## config.mk

```make
export PLATFORM = sky130hd
export DESIGN_NAME = rtcac_top
export DESIGN_NICKNAME = d
export VERILOG_FILES = /design/src/rtcac_pkg.sv /design/src/rtcac_sync.sv /design/src/rtcac_top.sv
export VERILOG_INCLUDE_DIRS = /design/src
export SDC_FILE = /design/constraint.sdc
export NUM_CORES = 1
export LEC_CHECK = 0
export ABC_AREA = 1
export BUFFER_PORTS_ARGS = -buffer_cell sky130_fd_sc_hd__clkbuf_2
export CORE_ASPECT_RATIO = 1.75
export CORE_MARGIN = 2
export CORE_UTILIZATION = 38
export DETAILED_ROUTE_END_ITERATION = 16
export GPL_ROUTABILITY_DRIVEN = 0
export PLACE_DENSITY = 0.6
export SLEW_MARGIN = 20
export SYNTH_ARGS = -nofsm -noshare
export SYNTH_HDL_FRONTEND = slang
export SYNTH_SLANG_ARGS = --single-unit
```

## constraint.sdc

```tcl
create_clock -name MCLK_I -period 4.3 [get_ports MCLK_I]
set_input_delay 0.43 -clock MCLK_I [delete_from_list [all_inputs] [get_ports MCLK_I]]
set_output_delay 0.43 -clock MCLK_I [all_outputs]
set_load 0.005 [all_outputs]
```

## src/rtcac_cfg.svh

```systemverilog
`ifndef RTCAC_CFG_SVH
`define RTCAC_CFG_SVH

// ----------------------------------------
// Register byte offsets
// ----------------------------------------
`define RTCAC_OFS_CTRL    7'h00
`define RTCAC_OFS_TRIM    7'h04
`define RTCAC_OFS_YEAR    7'h08
`define RTCAC_OFS_MONTH   7'h0C
`define RTCAC_OFS_DAY     7'h10
`define RTCAC_OFS_WDAY    7'h14
`define RTCAC_OFS_HOUR    7'h18
`define RTCAC_OFS_MIN     7'h1C
`define RTCAC_OFS_SEC     7'h20
`define RTCAC_OFS_ALMCTL  7'h24
`define RTCAC_OFS_ALMRPT  7'h28
`define RTCAC_OFS_ALMMON  7'h2C
`define RTCAC_OFS_ALMWD   7'h30
`define RTCAC_OFS_ALMDAY  7'h34
`define RTCAC_OFS_ALMHR   7'h38
`define RTCAC_OFS_ALMMIN  7'h3C
`define RTCAC_OFS_ALMSEC  7'h40
`define RTCAC_OFS_FLAG    7'h44

// ----------------------------------------
// Field positions
// ----------------------------------------
`define RTCAC_CTRL_RUN    7
`define RTCAC_CTRL_UNLOCK 5
`define RTCAC_CTRL_PEND   4
`define RTCAC_CTRL_HALF   3
`define RTCAC_ALM_ON      7
`define RTCAC_ALM_CHIME   6
`define RTCAC_ALM_IVL_HI  5
`define RTCAC_ALM_IVL_LO  2

// ----------------------------------------
// Reset values and repeat wrap value
// ----------------------------------------
`define RTCAC_CTRL_RST    8'h00
`define RTCAC_TRIM_RST    8'h00
`define RTCAC_ALMCTL_RST  8'h00
`define RTCAC_RPT_RST     8'h00
`define RTCAC_RPT_WRAP    8'hFF

// ----------------------------------------
// Timing counts in source cycles
// ----------------------------------------
`define RTCAC_PRE_XTAL    15'h4000
`define RTCAC_PRE_INTOSC  15'h3D09
`define RTCAC_PRE_ZC50    15'h0019
`define RTCAC_PRE_ZC60    15'h001E
`define RTCAC_PEND_OSC    15'h0020
`define RTCAC_PEND_ZC     15'h0001

`endif

```

## src/rtcac_pkg.sv

```systemverilog
package rtcac_pkg;

  typedef enum logic [1:0] {
    SRC_XTAL   = 2'b00,
    SRC_INTOSC = 2'b01,
    SRC_ZC50   = 2'b10,
    SRC_ZC60   = 2'b11
  } rtcac_src_t;

  typedef enum logic [3:0] {
    IVL_HALF  = 4'b0000,
    IVL_SEC   = 4'b0001,
    IVL_SEC10 = 4'b0010,
    IVL_MIN   = 4'b0011,
    IVL_MIN10 = 4'b0100,
    IVL_HOUR  = 4'b0101,
    IVL_DAY   = 4'b0110,
    IVL_WEEK  = 4'b0111,
    IVL_MONTH = 4'b1000,
    IVL_YEAR  = 4'b1001
  } rtcac_ivl_t;

  // BCD calendar digits, two per byte
  typedef struct packed {
    logic [7:0] year;
    logic [7:0] mon;
    logic [7:0] day;
    logic [7:0] wday;
    logic [7:0] hour;
    logic [7:0] min;
    logic [7:0] sec;
  } rtcac_time_t;

endpackage

```

## src/rtcac_sync.sv

```systemverilog
`timescale 1ns/1ps

module rtcac_sync #(
  parameter int W = 3
) (
  input  wire logic         clk_i,
  input  wire logic         ce_i,
  input  wire logic [W-1:0] async_i,
  output logic      [W-1:0] level_o
);

  // ----------------------------------------
  // Three stages, level follows when 2 and 3 agree
  // ----------------------------------------
  genvar g;
  generate
    for (g = 0; g < W; g++) begin : g_bit
      logic s1_reg;
      logic s2_reg;
      logic s3_reg;
      logic lvl_reg;
      always_ff @(posedge clk_i) begin
        if (ce_i) begin
          s1_reg  <= async_i[g];
          s2_reg  <= s1_reg;
          s3_reg  <= s2_reg;
          lvl_reg <= (s2_reg == s3_reg) ? s3_reg : lvl_reg;
        end
      end
      assign level_o[g] = lvl_reg;
    end
  endgenerate

endmodule

```

## src/rtcac_top.sv

```systemverilog
`timescale 1ns/1ps
`include "rtcac_cfg.svh"

module rtcac_top
  import rtcac_pkg::*;
(
  input  wire logic        MCLK_I,
  input  wire logic        SYS_RST_I,
  input  wire logic        CE_I,
  input  wire logic        BATT_KEEP_I,
  input  wire logic        XTAL_CLK_I,
  input  wire logic        INTOSC_CLK_I,
  input  wire logic        ZC_CLK_I,
  input  wire logic [6:0]  AVS_ADDRESS_I,
  input  wire logic        AVS_READ_I,
  input  wire logic        AVS_WRITE_I,
  input  wire logic [31:0] AVS_WRITEDATA_I,
  output logic      [31:0] AVS_READDATA_O,
  output logic             AVS_WAITREQUEST_O,
  output logic             IRQ_O,
  output logic             ALARM_PULSE_O
);

  // ----------------------------------------
  // Declarations
  // ----------------------------------------
  logic        ack_reg;
  logic        wait_reg;
  logic [31:0] rdata_reg;
  logic [7:0]  rd_mux;
  logic        run_reg;
  logic        unlock_reg;
  rtcac_src_t  src_reg;
  logic [7:0]  trim_reg;
  rtcac_time_t t_reg;
  rtcac_time_t t_next;
  rtcac_time_t a_reg;
  logic        alm_on_reg;
  logic        chime_reg;
  logic [3:0]  ivl_reg;
  logic [7:0]  rpt_reg;
  logic        flag_reg;
  logic        pulse_reg;
  logic        phase_reg;
  logic        pend_reg;
  logic        eval_reg;
  logic [14:0] cnt_reg;
  logic [9:0]  adj_reg;
  logic [2:0]  src_lvl;
  logic [2:0]  src_prev_reg;
  logic        hit;
  logic [7:0]  dmax;
  logic        min_wrap;

  wire por_rst = SYS_RST_I & ~BATT_KEEP_I;

  localparam logic [7:0] ctrl_rst   = `RTCAC_CTRL_RST;
  localparam logic [7:0] almctl_rst = `RTCAC_ALMCTL_RST;

  // ----------------------------------------
  // Bus slave, one wait state
  // ----------------------------------------
  wire       req   = (AVS_READ_I | AVS_WRITE_I) & ~ack_reg;
  wire       wr_go = AVS_WRITE_I & ack_reg & CE_I;
  wire [7:0] wd    = AVS_WRITEDATA_I[7:0];
  wire [6:0] ad    = AVS_ADDRESS_I;

  always_ff @(posedge MCLK_I or posedge SYS_RST_I) begin
    if (SYS_RST_I) begin
      ack_reg   <= 1'b0;
      wait_reg  <= 1'b1;
      rdata_reg <= 32'h0000_0000;
    end else if (CE_I) begin
      ack_reg   <= req;
      wait_reg  <= ~req;
      rdata_reg <= (req & AVS_READ_I) ? {24'h00_0000, rd_mux} : rdata_reg;
    end
  end

  assign AVS_WAITREQUEST_O = wait_reg;
  assign AVS_READDATA_O    = rdata_reg;

  wire w_ctrl = wr_go & (ad == `RTCAC_OFS_CTRL);
  wire w_trim = wr_go & (ad == `RTCAC_OFS_TRIM);
  wire w_alm  = wr_go & (ad == `RTCAC_OFS_ALMCTL);
  wire w_rpt  = wr_go & (ad == `RTCAC_OFS_ALMRPT);
  wire w_flag = wr_go & (ad == `RTCAC_OFS_FLAG);
  wire tw     = wr_go & unlock_reg;
  wire w_year = tw & (ad == `RTCAC_OFS_YEAR);
  wire w_mon  = tw & (ad == `RTCAC_OFS_MONTH);
  wire w_day  = tw & (ad == `RTCAC_OFS_DAY);
  wire w_wday = tw & (ad == `RTCAC_OFS_WDAY);
  wire w_hour = tw & (ad == `RTCAC_OFS_HOUR);
  wire w_min  = tw & (ad == `RTCAC_OFS_MIN);
  wire w_sec  = tw & (ad == `RTCAC_OFS_SEC);

  always_comb begin
    case (ad)
      `RTCAC_OFS_CTRL:   rd_mux = {run_reg, 1'b0, unlock_reg, pend_reg,
                                   phase_reg, 1'b0, src_reg};
      `RTCAC_OFS_TRIM:   rd_mux = trim_reg;
      `RTCAC_OFS_YEAR:   rd_mux = t_reg.year;
      `RTCAC_OFS_MONTH:  rd_mux = t_reg.mon;
      `RTCAC_OFS_DAY:    rd_mux = t_reg.day;
      `RTCAC_OFS_WDAY:   rd_mux = t_reg.wday;
      `RTCAC_OFS_HOUR:   rd_mux = t_reg.hour;
      `RTCAC_OFS_MIN:    rd_mux = t_reg.min;
      `RTCAC_OFS_SEC:    rd_mux = t_reg.sec;
      `RTCAC_OFS_ALMCTL: rd_mux = {alm_on_reg, chime_reg, ivl_reg, 2'b00};
      `RTCAC_OFS_ALMRPT: rd_mux = rpt_reg;
      `RTCAC_OFS_ALMMON: rd_mux = a_reg.mon;
      `RTCAC_OFS_ALMWD:  rd_mux = a_reg.wday;
      `RTCAC_OFS_ALMDAY: rd_mux = a_reg.day;
      `RTCAC_OFS_ALMHR:  rd_mux = a_reg.hour;
      `RTCAC_OFS_ALMMIN: rd_mux = a_reg.min;
      `RTCAC_OFS_ALMSEC: rd_mux = a_reg.sec;
      `RTCAC_OFS_FLAG:   rd_mux = {7'h00, flag_reg};
      default:           rd_mux = 8'h00;
    endcase
  end

  // ----------------------------------------
  // Control and trim
  // ----------------------------------------
  // only power-on reset, held off by battery
  always_ff @(posedge MCLK_I or posedge por_rst) begin
    if (por_rst) begin
      run_reg    <= ctrl_rst[`RTCAC_CTRL_RUN];
      unlock_reg <= ctrl_rst[`RTCAC_CTRL_UNLOCK];
      src_reg    <= SRC_XTAL;
      trim_reg   <= `RTCAC_TRIM_RST;
    end else if (CE_I) begin
      if (w_ctrl) begin
        unlock_reg <= wd[`RTCAC_CTRL_UNLOCK];
        src_reg    <= rtcac_src_t'(wd[1:0]);
      end
      if (w_ctrl & unlock_reg)
        run_reg <= wd[`RTCAC_CTRL_RUN];
      if (w_trim)
        trim_reg <= wd;
    end
  end

  // ----------------------------------------
  // Clock sources and prescaler
  // ----------------------------------------
  rtcac_sync #(.W(3)) u_sync (
    .clk_i   (MCLK_I),
    .ce_i    (CE_I),
    .async_i ({ZC_CLK_I, INTOSC_CLK_I, XTAL_CLK_I}),
    .level_o (src_lvl)
  );

  always_ff @(posedge MCLK_I) begin
    if (CE_I)
      src_prev_reg <= src_lvl;
  end

  wire [2:0] src_rise = src_lvl & ~src_prev_reg;

  wire        ptick = (src_reg == SRC_XTAL)   ? src_rise[0] :
                      (src_reg == SRC_INTOSC) ? src_rise[1] : src_rise[2];
  wire [14:0] lim   = (src_reg == SRC_XTAL)   ? `RTCAC_PRE_XTAL :
                      (src_reg == SRC_INTOSC) ? `RTCAC_PRE_INTOSC :
                      (src_reg == SRC_ZC50)   ? `RTCAC_PRE_ZC50 :
                                                `RTCAC_PRE_ZC60;
  wire [14:0] win   = src_reg[1] ? `RTCAC_PEND_ZC : `RTCAC_PEND_OSC;

  wire at_end    = cnt_reg >= lim - 15'h0001;
  wire adj_pos   = ~adj_reg[9] & (|adj_reg);
  wire adj_neg   = adj_reg[9];
  wire can_skip  = cnt_reg < lim - 15'h0002;
  wire step      = run_reg & ptick;
  wire half_tick = step & at_end & ~w_sec;

  always_ff @(posedge MCLK_I) begin
    if (CE_I) begin
      if (w_sec)
        cnt_reg <= 15'h0000;
      else if (step & at_end)
        cnt_reg <= 15'h0000;
      else if (step & adj_pos & can_skip)
        cnt_reg <= cnt_reg + 15'h0002;
      else if (step & ~adj_neg)
        cnt_reg <= cnt_reg + 15'h0001;
    end
  end

  always_ff @(posedge MCLK_I or posedge por_rst) begin
    if (por_rst)
      adj_reg <= 10'h000;
    else if (CE_I) begin
      if (min_wrap)
        adj_reg <= {trim_reg, 2'b00};
      else if (step & ~at_end & adj_pos & can_skip)
        adj_reg <= adj_reg - 10'h001;
      else if (step & ~at_end & adj_neg)
        adj_reg <= adj_reg + 10'h001;
    end
  end

  // ----------------------------------------
  // Calendar counting
  // ----------------------------------------
  function automatic logic [8:0] bcd_step(input logic [7:0] v,
                                          input logic [7:0] top,
                                          input logic [7:0] low);
    if (v >= top)
      return {1'b1, low};
    else if (v[3:0] == 4'h9)
      return {1'b0, v[7:4] + 4'h1, 4'h0};
    else
      return {1'b0, v[7:4], v[3:0] + 4'h1};
  endfunction

  wire leap = t_reg.year[4] ? (t_reg.year[3:0] == 4'h2 ||
                               t_reg.year[3:0] == 4'h6)
                            : (t_reg.year[3:0] == 4'h0 ||
                               t_reg.year[3:0] == 4'h4 ||
                               t_reg.year[3:0] == 4'h8);

  assign dmax = (t_reg.mon == 8'h02) ? (leap ? 8'h29 : 8'h28) :
                (t_reg.mon == 8'h04 || t_reg.mon == 8'h06 ||
                 t_reg.mon == 8'h09 || t_reg.mon == 8'h11) ? 8'h30 : 8'h31;

  wire sec_roll = half_tick & phase_reg;

  logic [8:0] s_s, s_m, s_h, s_d, s_w, s_mo, s_y;
  always_comb begin
    t_next = t_reg;
    s_s  = bcd_step(t_reg.sec,  8'h59, 8'h00);
    s_m  = bcd_step(t_reg.min,  8'h59, 8'h00);
    s_h  = bcd_step(t_reg.hour, 8'h23, 8'h00);
    s_d  = bcd_step(t_reg.day,  dmax,  8'h01);
    s_w  = bcd_step(t_reg.wday, 8'h06, 8'h00);
    s_mo = bcd_step(t_reg.mon,  8'h12, 8'h01);
    s_y  = bcd_step(t_reg.year, 8'h99, 8'h00);
    if (sec_roll) begin
      t_next.sec = s_s[7:0];
      if (s_s[8]) begin
        t_next.min = s_m[7:0];
        if (s_m[8]) begin
          t_next.hour = s_h[7:0];
          if (s_h[8]) begin
            t_next.day  = s_d[7:0];
            t_next.wday = s_w[7:0];
            if (s_d[8]) begin
              t_next.mon = s_mo[7:0];
              if (s_mo[8])
                t_next.year = s_y[7:0];
            end
          end
        end
      end
    end
    if (w_year) t_next.year = wd;
    if (w_mon)  t_next.mon  = {3'b000, wd[4:0]};
    if (w_day)  t_next.day  = {2'b00, wd[5:0]};
    if (w_wday) t_next.wday = {5'b00000, wd[2:0]};
    if (w_hour) t_next.hour = {2'b00, wd[5:0]};
    if (w_min)  t_next.min  = {1'b0, wd[6:0]};
    if (w_sec)  t_next.sec  = {1'b0, wd[6:0]};
  end

  assign min_wrap = sec_roll & s_s[8];

  always_ff @(posedge MCLK_I or posedge por_rst) begin
    if (por_rst) begin
      t_reg     <= '0;
      phase_reg <= 1'b0;
      pend_reg  <= 1'b0;
    end else if (CE_I) begin
      t_reg <= t_next;
      if (w_sec)
        phase_reg <= 1'b0;
      else if (half_tick)
        phase_reg <= ~phase_reg;
      pend_reg <= run_reg & phase_reg & ~half_tick & ~w_sec &
                  (cnt_reg >= lim - win);
    end
  end

  // ----------------------------------------
  // Alarm match and repeat
  // ----------------------------------------
  wire whole = ~phase_reg;
  wire m_s1  = t_reg.sec[3:0] == a_reg.sec[3:0];
  wire m_s   = m_s1 & (t_reg.sec[7:4] == a_reg.sec[7:4]);
  wire m_m1  = m_s & (t_reg.min[3:0] == a_reg.min[3:0]);
  wire m_m   = m_m1 & (t_reg.min[7:4] == a_reg.min[7:4]);
  wire m_h   = m_m & (t_reg.hour == a_reg.hour);
  wire m_wd  = m_h & (t_reg.wday == a_reg.wday);
  wire m_d   = m_h & (t_reg.day == a_reg.day);
  wire m_mo  = m_d & (t_reg.mon == a_reg.mon);

  always_comb begin
    unique case (ivl_reg)
      IVL_HALF:  hit = 1'b1;
      IVL_SEC:   hit = whole;
      IVL_SEC10: hit = whole & m_s1;
      IVL_MIN:   hit = whole & m_s;
      IVL_MIN10: hit = whole & m_m1;
      IVL_HOUR:  hit = whole & m_m;
      IVL_DAY:   hit = whole & m_h;
      IVL_WEEK:  hit = whole & m_wd;
      IVL_MONTH: hit = whole & m_d;
      IVL_YEAR:  hit = whole & m_mo;
      default:   hit = 1'b0;
    endcase
  end

  wire alm_evt = eval_reg & alm_on_reg & hit;

  always_ff @(posedge MCLK_I or posedge por_rst) begin
    if (por_rst) begin
      eval_reg   <= 1'b0;
      alm_on_reg <= almctl_rst[`RTCAC_ALM_ON];
      chime_reg  <= almctl_rst[`RTCAC_ALM_CHIME];
      ivl_reg    <= IVL_HALF;
      rpt_reg    <= `RTCAC_RPT_RST;
      a_reg      <= '0;
      flag_reg   <= 1'b0;
      pulse_reg  <= 1'b0;
    end else if (CE_I) begin
      eval_reg <= half_tick;
      if (w_alm) begin
        alm_on_reg <= wd[`RTCAC_ALM_ON];
        chime_reg  <= wd[`RTCAC_ALM_CHIME];
        ivl_reg    <= wd[`RTCAC_ALM_IVL_HI:`RTCAC_ALM_IVL_LO];
      end else if (alm_evt & ~chime_reg & (rpt_reg == 8'h00))
        alm_on_reg <= 1'b0;
      if (w_rpt)
        rpt_reg <= wd;
      else if (alm_evt & (rpt_reg == 8'h00) & chime_reg)
        rpt_reg <= `RTCAC_RPT_WRAP;
      else if (alm_evt & (rpt_reg != 8'h00))
        rpt_reg <= rpt_reg - 8'h01;
      if (wr_go & (ad == `RTCAC_OFS_ALMMON))  a_reg.mon  <= {3'b000, wd[4:0]};
      if (wr_go & (ad == `RTCAC_OFS_ALMWD))   a_reg.wday <= {5'b00000, wd[2:0]};
      if (wr_go & (ad == `RTCAC_OFS_ALMDAY))  a_reg.day  <= {2'b00, wd[5:0]};
      if (wr_go & (ad == `RTCAC_OFS_ALMHR))   a_reg.hour <= {2'b00, wd[5:0]};
      if (wr_go & (ad == `RTCAC_OFS_ALMMIN))  a_reg.min  <= {1'b0, wd[6:0]};
      if (wr_go & (ad == `RTCAC_OFS_ALMSEC))  a_reg.sec  <= {1'b0, wd[6:0]};
      flag_reg <= alm_evt | (flag_reg & ~(w_flag & wd[0]));
      if (alm_evt)
        pulse_reg <= ~pulse_reg;
    end
  end

  assign IRQ_O         = flag_reg;
  assign ALARM_PULSE_O = pulse_reg;
endmodule

```

==> metrics.md <==
| Metric | Value |
|---|---|
| Outcome | `complete, no violations` |
| Async SR Flop Fraction | `0.825` |
| DRT Wirelength | `37800 um` |
| Largest net degree at the start of global routing | `63` |
| IO Port Bufs | `34` |
| WS Path Type | `reg -> reg` |
| TritonCTS Buffers | `17` |
| EDFF count, synth | `30` |
| Max Freq | `0.259 GHz` |
| Post-synthesis cell area | `0.0115 mm^2` |
| Gr usage total | `0.244` |
| DRT iter0 DRCs | `835` |
| Root buffer cell | `clkbuf_16` |
| Final ANT Viol Nets | `0` |
| Die area | `0.0317 mm^2` |
| Most frequent cells after synthesis | `349 x nand2_1, 185 x inv_1, 140 x dfrtp_1` |
| Min Clock Period, post-route | `3.85 ns` |
| Detailed Place HPWL | `29300 um` |
| Final setup viols | `0` |
| GRT Residual Overflow | `0` |
| VDD IR-drop max | `0.306 mV` |
| Post-route setup TNS | `0 ns` |
| RSZ-0062 raised after global routing | `no` |
| Post-DR wirelength/cell | `19.6 um` |
| Startpoint Class | `flop` |
| CP Max Fanout | `5` |
| Ports | `83` |
| Max FFs per register | `56` |
| Worst slew pin tran | `0.924 ns` |
| First-pass GRT wire length | `58000 um` |
| Reg-to-reg slack, setup | `0.45 ns` |
| Layout cells sized above 1 | `0.0930` |
| Initial core utilization | `0.384` |
| Flops & latches, synth | `171` |
| Die Span Y | `234 um` |
| Count of standard-cell rows | `84` |
| Fin crit share | `0.896` |
| Critical Path End Type | `flop` |
| Area delta synth->final | `9.92%` |
| Core area | `0.0300 mm^2` |
| Post-route cell area | `0.0126 mm^2` |
| CTS Buffer Depth | `2` |
| DRC Markers | `0` |
| Power Dens Cells | `285 mW/mm^2` |
| Post-DP Area | `0.0121 mm^2` |
| Synth area leaders | `dfrtp_1 30%, nand2_1 11%, edfxtp_1 7.8%` |
| Max-slew headroom | `0.384` |
| Most common flop cell mapped by yosys | `dfrtp_1` |
| Final hold slack | `0.159 ns` |
| Netlist cell types | `68` |
| Htree depth | `4` |
| Setup Skew | `0.0122 ns` |
| Die Wd | `135 um` |
| Final Max Tran Viols | `0` |
| Skew-Pair Late Insertion Delay | `0.46 ns` |
| Synth warnings | `0` |
| Area share of the largest cell type after synthesis | `0.305` |
| Clk slew on worst S/H paths | `0.07 ns` |
| Post-CTS Setup Bufs | `0` |
| Final Total Pwr | `3.61 mW` |
| Initial antenna violation count | `0` |
| CP Data Required Time | `4.64 ns` |
| Syn_area_per_cell | `7.77 um^2` |
| Vias in the first global route | `10400` |
| Most frequent cell after synthesis | `nand2_1` |
| HP Class | `in -> reg` |
| Leading area contributor after synthesis | `dfrtp_1` |
| DR vias/cell | `5.51` |
| Final hold vios | `0` |
| Clk sinks | `171` |
| Max_cap viols | `0` |
| Pleak | `5.88 nW` |
| Sequential fraction of the synthesis area | `0.385` |
| Layout fillers | `3051` |
| Vias | `10600` |
| Fin nets | `1646` |
| Synth Instances | `1480` |
| Crit path DAT | `4.19 ns` |
| First-pass iteration count of the detailed router | `5` |
| CTS tree | `done` |
| ANT cells | `0` |
[kinds of logic after synthesis]
family / after synthesis / synth area share
compound gates: 329 / 0.169
flops: 171 / 0.385
fa+ha+maj: 72 / 0.0790
mux: 5 / 0.00479
simple gates: 612 / 0.238
xor+xnor: 44 / 0.0335
other cells: 1 / 0.000326
buf+inv: 246 / 0.0900
[metrics by stage]
step	setup WS, ns	util	instances
after floorplan	0.137	-	1503
after global placement	0.208	0.403	1893
after detailed placement	0.140	0.403	1893
after CTS	0.120	0.421	1925
after global routing	0.0249	0.422	1925
final	0.446	0.422	1925
[repair_timing]
| action | CTS | global route |
|---|---|---|
| endpoints found under the hold margin | 9 | 0 |
| gates resized for setup | 0 | 6 |
| hold buffers | 1 | 0 |
| endpoints found under the setup margin | 0 | 2 |
[report_power, final]
group | internal [mW] | total [mW] | switching, mW
sequential | 1.70 | 1.77 | 0.0631
clock | 0.768 | 1.45 | 0.683
combinational | 0.125 | 0.388 | 0.264
[critical path, stage by stage, from the launching register on]
cell	delay, ns
dfrtp_1	0.40
inv_1	0.10
ha_1	0.26
xnor2_2	0.27
ha_4	0.26
nand2_2	0.09
nor2_2	0.04
nand2_2	0.10
a21oi_1	0.06
nor3_1	0.19
nand3_1	0.16
nor2_4	0.22
ha_1	0.31
nand3_1	0.10
nand3_1	0.10
a21oi_1	0.17
o21ai_0	0.13
inv_1	0.07
nor2_1	0.04
o21a_1	0.16
nor2_1	0.10
xor2_1	0.16
nand2_1	0.06
o211ai_1	0.09
o21ai_1	0.08
[final timing paths]
check	from	end	depth (start not counted)
setup / recovery	src_reg[0]	adj_reg[8]	24
hold / removal	INTOSC_CLK_I	u_sync.g_bit[1].s1_reg	1
setup reg to reg	src_reg[0]	adj_reg[8]	24
hold reg to reg	u_sync.g_bit[2].s1_reg	u_sync.g_bit[2].s2_reg	0
max in group asynchronous	SYS_RST_I	a_reg[43]	5
min in group asynchronous	BATT_KEEP_I	IRQ_O	2
[metal layers]
metal  GRT usage  up-vias  part of all wire
met4       0.207        0             0.098
li1            -     5041                 -
met5           0        -                 0
met3      0.0409      159             0.049
met2       0.429      375              0.49
met1       0.251     5030              0.36
[layout by cell type (no fill, tap or decap), types with 8 or more instances in the layout]
| master | Yosys | final |
|---|---|---|
| nand2_1 | 349 | 349 |
| inv_1 | 185 | 184 |
| dfrtp_1 | 140 | 140 |
| o21ai_0 | 134 | 134 |
| nor2_1 | 105 | 104 |
| ha_1 | 71 | 69 |
| a21oi_1 | 66 | 66 |
| nand3_1 | 50 | 50 |
| o22ai_1 | 49 | 49 |
| clkbuf_2 | 0 | 34 |
| edfxtp_1 | 30 | 30 |
| nor3_1 | 29 | 29 |
| xor2_1 | 25 | 25 |
| conb_1 | 1 | 24 |
| a221oi_1 | 19 | 19 |
| xnor2_1 | 19 | 18 |
| clkbuf_16 | 0 | 17 |
| nand4_1 | 15 | 15 |
| inv_2 | 13 | 14 |
| nor4_1 | 13 | 13 |
| o21ai_1 | 11 | 11 |
| o211ai_1 | 9 | 9 |
| buf_4 | 26 | 9 |
| nor2_2 | 8 | 8 |
| nand2_2 | 8 | 8 |
[cell type report]
class / instances / area, um^2 / share of cell area
sequential: 171 / 4430 / 0.351
clock buffer: 22 / 464 / 0.0367
multi-input combinational: 1086 / 6150 / 0.487
timing repair buffer: 45 / 268 / 0.0212
tap: 387 / 484 / 0.0383
clock inverter: 9 / 67.6 / 0.00535
inverter: 205 / 772 / 0.0611
Power figures use the tool's default switching activity.
